File: src/rir_map.svh
`ifndef RIR_MAP_SVH
`define RIR_MAP_SVH
// ---------------------------------------------------------------
// reset sequencing counts, in rising edges of pci_sync_in, and field widths
// ---------------------------------------------------------------
`define RIR_IN_MIN_TICKS    32
`define RIR_OUT_MIN_TICKS   512
`define RIR_NEG_GAP_TICKS   16
`define RIR_CNT_W           10
`define RIR_SRC_W           3
`endif

File: src/rir_pkg.sv
`default_nettype none
package rir_pkg;
  // sequencer states
  typedef enum logic [2:0] {
    RIR_IDLE,
    RIR_POR_HOLD,
    RIR_BOTH,
    RIR_GAP,
    RIR_SOFT_ONLY
  } rir_state_e;

  // power-on configuration captured at power-on reset negation
  typedef struct packed {
    logic [2:0] rst_src;
    logic       clkin_div;
    logic       agent;
  } rir_cfg_s;
endpackage : rir_pkg
`default_nettype wire

File: src/rir_reset_init.sv
`timescale 1ns/1ps
`default_nettype none
`include "rir_map.svh"
module rir_reset_init (
  input  wire logic                      ref_clk,
  input  wire logic                      rst_n,
  input  wire logic                      power_on_reset_in_n,
  input  wire logic                      agent_mode,
  input  wire logic                      clkin_in,
  input  wire logic                      pci_clk_in,
  input  wire logic                      pci_sync_in,
  input  wire logic [`RIR_SRC_W-1:0]     cfg_rst_src_in,
  input  wire logic                      cfg_clkin_div_in,
  input  wire logic                      hard_reset_io_i_n,
  input  wire logic                      soft_reset_io_i_n,
  output logic                           hard_reset_io_o,
  output logic                           hard_reset_io_oe,
  output logic                           soft_reset_io_o,
  output logic                           soft_reset_io_oe,
  output logic                           quiet_state_out,
  output logic                           main_clk_sel_pci,
  output var rir_pkg::rir_cfg_s          cfg_out
);
  // ---------------------------------------------------------------
  // reference ticks
  // ---------------------------------------------------------------
  logic                  clkin_q_ff;
  logic                  pci_q_ff;
  logic                  sync_q_ff;
  logic                  sync_tick;
  logic                  main_tick;
  logic                  por_q_ff;
  logic                  por_fall;
  rir_pkg::rir_state_e   state_ff;
  rir_pkg::rir_state_e   nxt_state;
  logic [`RIR_CNT_W-1:0] cnt_ff;
  logic [`RIR_CNT_W-1:0] hold_ticks_ff;
  logic                  hard_seen;
  logic                  soft_seen;
  logic                  idle;

  // previous samples for rising edge detection
  always_ff @(posedge ref_clk) begin
    if (!rst_n) begin
      clkin_q_ff <= 1'b0;
      pci_q_ff   <= 1'b0;
      sync_q_ff  <= 1'b0;
      por_q_ff   <= 1'b0;
    end else begin
      clkin_q_ff <= clkin_in;
      pci_q_ff   <= pci_clk_in;
      sync_q_ff  <= pci_sync_in;
      por_q_ff   <= power_on_reset_in_n;
    end
  end

  assign sync_tick = pci_sync_in && !sync_q_ff;
  assign por_fall  = power_on_reset_in_n && !por_q_ff; // negation
  // main clock source follows the captured mode
  assign main_tick = cfg_out.agent ? (pci_clk_in && !pci_q_ff)
                                   : (clkin_in && !clkin_q_ff);
  assign idle      = state_ff == rir_pkg::RIR_IDLE;

  // ---------------------------------------------------------------
  // power-on configuration
  // ---------------------------------------------------------------
  // capture on negation, hold until the next power-on reset
  always_ff @(posedge ref_clk) begin
    if (!rst_n) begin
      cfg_out <= '0;
    end else if (por_fall) begin
      cfg_out.rst_src   <= cfg_rst_src_in;
      cfg_out.clkin_div <= cfg_clkin_div_in;
      cfg_out.agent     <= agent_mode;
    end
  end

  // main clock select flag
  always_ff @(posedge ref_clk) begin
    if (!rst_n) begin
      main_clk_sel_pci <= 1'b0;
    end else begin
      main_clk_sel_pci <= cfg_out.agent;
    end
  end

  // ---------------------------------------------------------------
  // input length filters
  // ---------------------------------------------------------------
  rir_len_filter #(.MIN_TICKS(`RIR_IN_MIN_TICKS)) u_hard_flt (
    .ref_clk (ref_clk),
    .rst_n   (rst_n),
    .tick    (sync_tick),
    .enable  (idle),
    .pin_n   (hard_reset_io_i_n),
    .seen    (hard_seen)
  );

  rir_len_filter #(.MIN_TICKS(`RIR_IN_MIN_TICKS)) u_soft_flt (
    .ref_clk (ref_clk),
    .rst_n   (rst_n),
    .tick    (sync_tick),
    .enable  (idle),
    .pin_n   (soft_reset_io_i_n),
    .seen    (soft_seen)
  );

  // ---------------------------------------------------------------
  // sequencer
  // ---------------------------------------------------------------
  // next state; power-on reset overrides everything
  always_comb begin
    nxt_state = state_ff;
    if (!power_on_reset_in_n) begin
      nxt_state = rir_pkg::RIR_POR_HOLD;
    end else begin
      unique case (state_ff)
        rir_pkg::RIR_IDLE: begin
          if (hard_seen) begin
            nxt_state = rir_pkg::RIR_BOTH;
          end else if (soft_seen) begin
            nxt_state = rir_pkg::RIR_SOFT_ONLY;
          end
        end
        rir_pkg::RIR_POR_HOLD: nxt_state = rir_pkg::RIR_BOTH;
        rir_pkg::RIR_BOTH: begin
          if (sync_tick && cnt_ff == `RIR_CNT_W'(`RIR_OUT_MIN_TICKS - 1)) begin
            nxt_state = rir_pkg::RIR_GAP;
          end
        end
        rir_pkg::RIR_GAP: begin
          if (sync_tick && cnt_ff == `RIR_CNT_W'(`RIR_NEG_GAP_TICKS - 1)) begin
            nxt_state = rir_pkg::RIR_IDLE;
          end
        end
        rir_pkg::RIR_SOFT_ONLY: begin
          if (sync_tick && cnt_ff == `RIR_CNT_W'(`RIR_OUT_MIN_TICKS - 1)) begin
            nxt_state = rir_pkg::RIR_IDLE;
          end
        end
      endcase
    end
  end

  // state register
  always_ff @(posedge ref_clk) begin
    if (!rst_n) begin
      state_ff <= rir_pkg::RIR_POR_HOLD;
    end else begin
      state_ff <= nxt_state;
    end
  end

  // tick counter, cleared on every state change
  always_ff @(posedge ref_clk) begin
    if (!rst_n || nxt_state != state_ff) begin
      cnt_ff <= '0;
    end else if (sync_tick) begin
      cnt_ff <= cnt_ff + `RIR_CNT_W'(1);
    end
  end

  // sync ticks seen while hard reset is driven, saturating; the
  // release check counts on its own so a counter fault shows up
  always_ff @(posedge ref_clk) begin
    if (!rst_n || !hard_reset_io_oe) begin
      hold_ticks_ff <= '0;
    end else if (sync_tick && hold_ticks_ff != '1) begin
      hold_ticks_ff <= hold_ticks_ff + `RIR_CNT_W'(1);
    end
  end

  // ---------------------------------------------------------------
  // open-drain pins and status
  // ---------------------------------------------------------------
  // data is always low; enable alone pulls the pin
  always_ff @(posedge ref_clk) begin
    if (!rst_n) begin
      hard_reset_io_o  <= 1'b0;
      soft_reset_io_o  <= 1'b0;
      hard_reset_io_oe <= 1'b1;
      soft_reset_io_oe <= 1'b1;
      quiet_state_out  <= 1'b1;
    end else begin
      hard_reset_io_o  <= 1'b0;
      soft_reset_io_o  <= 1'b0;
      hard_reset_io_oe <= nxt_state == rir_pkg::RIR_POR_HOLD ||
                          nxt_state == rir_pkg::RIR_BOTH;
      soft_reset_io_oe <= nxt_state != rir_pkg::RIR_IDLE;
      quiet_state_out  <= nxt_state != rir_pkg::RIR_IDLE;
    end
  end

  // ---------------------------------------------------------------
  // checks
  // ---------------------------------------------------------------
  chk_pins_open_drain: assert property (@(posedge ref_clk) disable iff (!rst_n)
    !hard_reset_io_o && !soft_reset_io_o)
    else $error("reset pin driven high");

  chk_hard_first: assert property (@(posedge ref_clk) disable iff (!rst_n)
    $fell(hard_reset_io_oe) |-> soft_reset_io_oe)
    else $error("hard reset released after soft reset");

  chk_both_len: assert property (@(posedge ref_clk) disable iff (!rst_n)
    $fell(hard_reset_io_oe)
    |-> hold_ticks_ff >= `RIR_CNT_W'(`RIR_OUT_MIN_TICKS))
    else $error("reset outputs released early");

  chk_gap_len: assert property (@(posedge ref_clk) disable iff (!rst_n)
    state_ff == rir_pkg::RIR_GAP && nxt_state == rir_pkg::RIR_IDLE
    && power_on_reset_in_n
    |-> cnt_ff == `RIR_CNT_W'(`RIR_NEG_GAP_TICKS - 1))
    else $error("soft reset released too soon after hard");

  chk_flow_start: assert property (@(posedge ref_clk) disable iff (!rst_n)
    idle && power_on_reset_in_n && !hard_seen && !soft_seen
    |=> state_ff == rir_pkg::RIR_IDLE)
    else $error("reset flow started without qualified input");

  chk_cfg_hold: assert property (@(posedge ref_clk) disable iff (!rst_n)
    !por_fall |=> $stable(cfg_out))
    else $error("configuration changed outside power-on negation");

  chk_main_clk: assert property (@(posedge ref_clk) disable iff (!rst_n)
    $stable(cfg_out.agent) |-> main_clk_sel_pci == cfg_out.agent)
    else $error("main clock select does not follow mode");
endmodule : rir_reset_init
`default_nettype wire

File: src/rir_len_filter.sv
`timescale 1ns/1ps
`default_nettype none
`include "rir_map.svh"
// ---------------------------------------------------------------
// assertion length filter for one active low reset input
// ---------------------------------------------------------------
module rir_len_filter #(
  parameter int unsigned MIN_TICKS = `RIR_IN_MIN_TICKS
) (
  input  wire logic ref_clk,
  input  wire logic rst_n,
  input  wire logic tick,
  input  wire logic enable,
  input  wire logic pin_n,
  output logic      seen
);
  logic [5:0] len_ff;

  // count reference ticks while the pin stays low, saturate at limit
  always_ff @(posedge ref_clk) begin
    if (!rst_n || !enable || pin_n) begin
      len_ff <= 6'h00;
    end else if (tick && len_ff != 6'(MIN_TICKS)) begin
      len_ff <= len_ff + 6'h01;
    end
  end

  // one pulse when the assertion reaches the required length
  always_ff @(posedge ref_clk) begin
    if (!rst_n) begin
      seen <= 1'b0;
    end else begin
      seen <= enable && !pin_n && tick &&
              len_ff == 6'(MIN_TICKS - 1);
    end
  end

  chk_len_reached: assert property (@(posedge ref_clk) disable iff (!rst_n)
    seen |-> $past(len_ff) == 6'(MIN_TICKS - 1))
    else $error("reset input accepted before full length");
endmodule : rir_len_filter
`default_nettype wire

File: config.mk
export PLATFORM = sky130hd
export DESIGN_NAME = rir_reset_init
export DESIGN_NICKNAME = d
export VERILOG_FILES = /design/src/rir_pkg.sv /design/src/rir_reset_init.sv /design/src/rir_len_filter.sv
export VERILOG_INCLUDE_DIRS = /design/src
export SDC_FILE = /design/constraint.sdc
export NUM_CORES = 1
export LEC_CHECK = 0
export ABC_CLOCK_PERIOD_IN_PS = 2300
export BUFFER_PORTS_ARGS = -buffer_cell sky130_fd_sc_hd__buf_4
export CELL_PAD_IN_SITES_DETAIL_PLACEMENT = 0
export CELL_PAD_IN_SITES_GLOBAL_PLACEMENT = 1
export CORE_MARGIN = 5
export CORE_UTILIZATION = 35
export DETAILED_ROUTE_END_ITERATION = 16
export GPL_ROUTABILITY_DRIVEN = 0
export HOLD_SLACK_MARGIN = 0.1
export MAX_ROUTING_LAYER = met4
export PLACE_DENSITY_LB_ADDON = 0.1
export SLEW_MARGIN = 20
export SYNTH_ARGS = -nofsm -noshare
export SYNTH_HDL_FRONTEND = slang
export SYNTH_SLANG_ARGS = --single-unit
File: constraint.sdc
create_clock -name ref_clk -period 2.3 [get_ports ref_clk]
set_clock_uncertainty 0.15 [all_clocks]
set_input_delay 0.345 -clock ref_clk [delete_from_list [all_inputs] [get_ports ref_clk]]
set_output_delay 0.345 -clock ref_clk [all_outputs]
set_load 0.01 [all_outputs]
==> metrics <==
run status=finished, final reports clean; GRT overflow=0; Synth Cell Area=1840 sq um; final critical-path required period=1980 ps; largest net degree at the start of global routing=15; Clk network pwr share=0.367; Worst Hold Launch=agent_mode; Worst EP arrival=2020 ps; endpoints failing hold=0; MaxCap Viol Count=0; CTS clk-pin slew, worst paths=70 ps; Setup TNS=0 ps; Critical Path Source Type=flop; number of top-level pins=24; P_leak=0.798 nW; worst hold path class=input pin to flop; type of destination of the critical path=flop; Final Non-Filler Cells=299; detailed-route DRC error count=0; fin. max-slew vios=0; die height=82.5 microns; crit path kind=flop to flop; Syn. warnings=0; RSZ-0062 raised after global routing=no; sequential-to-total area share from yosys stat=0.402; n_diodes=0; Power Density=570 nW/um^2; Filler Cells Inserted=537; WL per Instance=12.8 microns; Num CTS Buffers=5; H-tree Lvls=2; post-route ant nets=0; CTS Buffer Depth=2; Sw Share=0.226; DRT Pass-1 Iters=4; Clock Latency Late Sink=280 ps; synthesis-to-layout area growth=16.8%; Worst-Margin Slew=680 ps; fin crit share=0.859; Die Area=6810 sq um; Int Pwr=0.948 mW; Max Clk Rate=0.506 GHz; CP startpoint=cnt_ff[0]; first-pass GRT wire length=6510 microns; antenna violations before repair=0; clock root cell=clkbuf_8; Reg-to-Reg Start=cnt_ff[0]; vias in the first global route=1383; Starting DRT DRC Count=98; final setup fails=0; IR drop worst, VDD=303 uV; Initial Util=0.360; Core Footprint=5110 sq um; post-DP HPWL=2950 microns; Sink Count=37; NetSw=0.278 mW; Flop pwr share=0.541; number of distinct library cells after synthesis=44; ys flop type=dfxtp_1; DRT Wirelength=3830 microns; vias after detailed routing=1463; vias per cell=4.89; Post-Place Cells=291; Rel. slew slack=0.541; NumNets Final=247; Syn Inst Count=208; combinational share of power=0.092; CTS tree=built; fraction of layout cells with a size suffix above 1=0.148; Post-synth EDFFs=0; Seq cells post-synth=37; total track usage=0.130; average size of a mapped cell=8.85 sq um; Crit Path Max Fanout=10; # port buffers=19; asr flop ratio synth=0; Worst Path Required=2350 ps; # rows=26; Die W=82.5 microns
==> cell usage after synthesis, drive strengths merged (2+ instances only) <==
library cell   n  area, sq um
dfxtp         37          741
nor2          32          120
nand2         11         41.3
inv           10         37.5
xor2          10         87.6
xnor2          9         78.8
mux2i          7         70.1
nand2b         7         43.8
o21ai          7         35.0
buf            6         37.5
nand3          6         30.0
and2           5         31.3
ha             5         62.6
nand3b         5         37.5
nand4          5         31.3
nor2b          5         31.3
nor3b          5         37.5
nor4b          4         35.0
a21oi          3         15.0
and3           3         20.0
a21boi         2         15.0
a2bb2oi        2         17.5
clkbuf         2         7.51
nor4           2         12.5
o41ai          2         17.5
or3            2         17.5
==> layer usage <==
metal	GRT usage	vias up	part of all wire
li1	-	745	-
met1	0.159	693	0.46
met2	0.204	23	0.50
met3	0.0358	2	0.034
met4	0.0490	0	0.0070
met5	-	-	0
==> flip-flops by register name, summed over array words and instances, names as in the netlist <==
signal,count
cfg_out,5
cnt_ff,10
hard_reset_io_oe,1
main_clk_sel_pci,1
por_q_ff,1
quiet_state_out,1
state_ff,3
sync_q_ff,1
u_hard_flt.len_ff,6
u_hard_flt.seen,1
u_soft_flt.len_ff,6
u_soft_flt.seen,1
==> cells in the final DEF (no fill, tap or decap), types with 2 or more instances in the layout <==
cell / Yosys / layout
inv_1: 10 / 10
and2_1: 5 / 5
nand4_1: 5 / 5
clkbuf_8: 0 / 6
nor2b_1: 5 / 5
mux2i_1: 7 / 7
xnor2_1: 9 / 9
nand2_1: 11 / 11
dfxtp_1: 37 / 37
buf_4: 3 / 20
nand2b_1: 7 / 7
a21oi_1: 3 / 3
ha_1: 5 / 5
nor4b_1: 4 / 3
o21ai_0: 7 / 7
nor2_1: 32 / 32
conb_1: 1 / 2
a2bb2oi_1: 2 / 2
xor2_1: 10 / 10
nand3_1: 6 / 6
o41ai_1: 2 / 2
nor3b_1: 5 / 5
nand3b_1: 5 / 5
and3_1: 2 / 2
nor4_1: 2 / 2
==> power by group through the flow <==
stage	clock (mW)	sequential, mW	combinational, mW
6_report	0.450	0.664	0.112
5_1_grt	0.504	0.665	0.124
4_1_cts	0.475	0.664	0.108
3_5_place_dp	0	0.679	0.107
3_3_place_gp	0	0.678	0.105
2_1_floorplan	0	0.678	0.0685
==> final timing paths <==
path | cells past startpoint | to | slack [ps]
setup reg to reg | 7 | cnt_ff[4] | 320
setup / recovery | 7 | cnt_ff[4] | 320
hold / removal | 3 | cfg_out[0] | 150
hold reg to reg | 1 | u_soft_flt.seen | 340
==> cell families (layout without fill, tap and decap cells) <==
| family | Yosys count | after routing | share of synthesized area |
|---|---|---|---|
| AND/OR/NAND/NOR | 97 | 97 | 0.287 |
| flip-flops | 37 | 37 | 0.402 |
| AO/OA/AOI/OAI | 24 | 24 | 0.101 |
| XOR/XNOR | 19 | 19 | 0.0904 |
| buffers and inverters | 18 | 38 | 0.0449 |
| multiplexers | 7 | 7 | 0.0381 |
| adder cells (fa/ha/maj) | 5 | 5 | 0.0340 |
| other | 1 | 2 | 0.00204 |
==> per-stage QoR <==
stage	utilization	setup slack (ps)	total power [mW]	hold slack [ps]	instance area [sq um]
floorplan	-	528	0.747	282	1840
global placement	0.399	139	0.783	312	2040
detailed placement	0.399	103	0.786	323	2040
CTS	0.416	97.3	1.25	138	2120
global route	0.421	133	1.29	142	2150
finish	0.421	325	1.23	148	2150
==> area by class of cell <==
class	instances	area [sq um]	area share
Multi-Input combinational cell	154	1030	0.478
Sequential cell	37	741	0.345
Timing Repair Buffer	21	170	0.0792
Tap cell	70	87.6	0.0407
Clock buffer	7	86.3	0.0402
Inverter	10	37.5	0.0175
==> timing repair <==
item / in CTS / in global routing
buffers inserted: 0 / 1
setup endpoints to repair: 0 / 10
hold endpoints to repair: 0 / 0
resized for setup: 0 / 1
hold buffers: 0 / 0
==> critical path: stages (launching register included) <==
cell and delay, ps:
dfxtp_1 330, ha_1 240, nand3b_1 210, o21ai_0 120, a21boi_0 370, o31ai_4 120
buf_12 150, nor3b_1 200
Note: power is estimated with default switching activity, not from simulation.
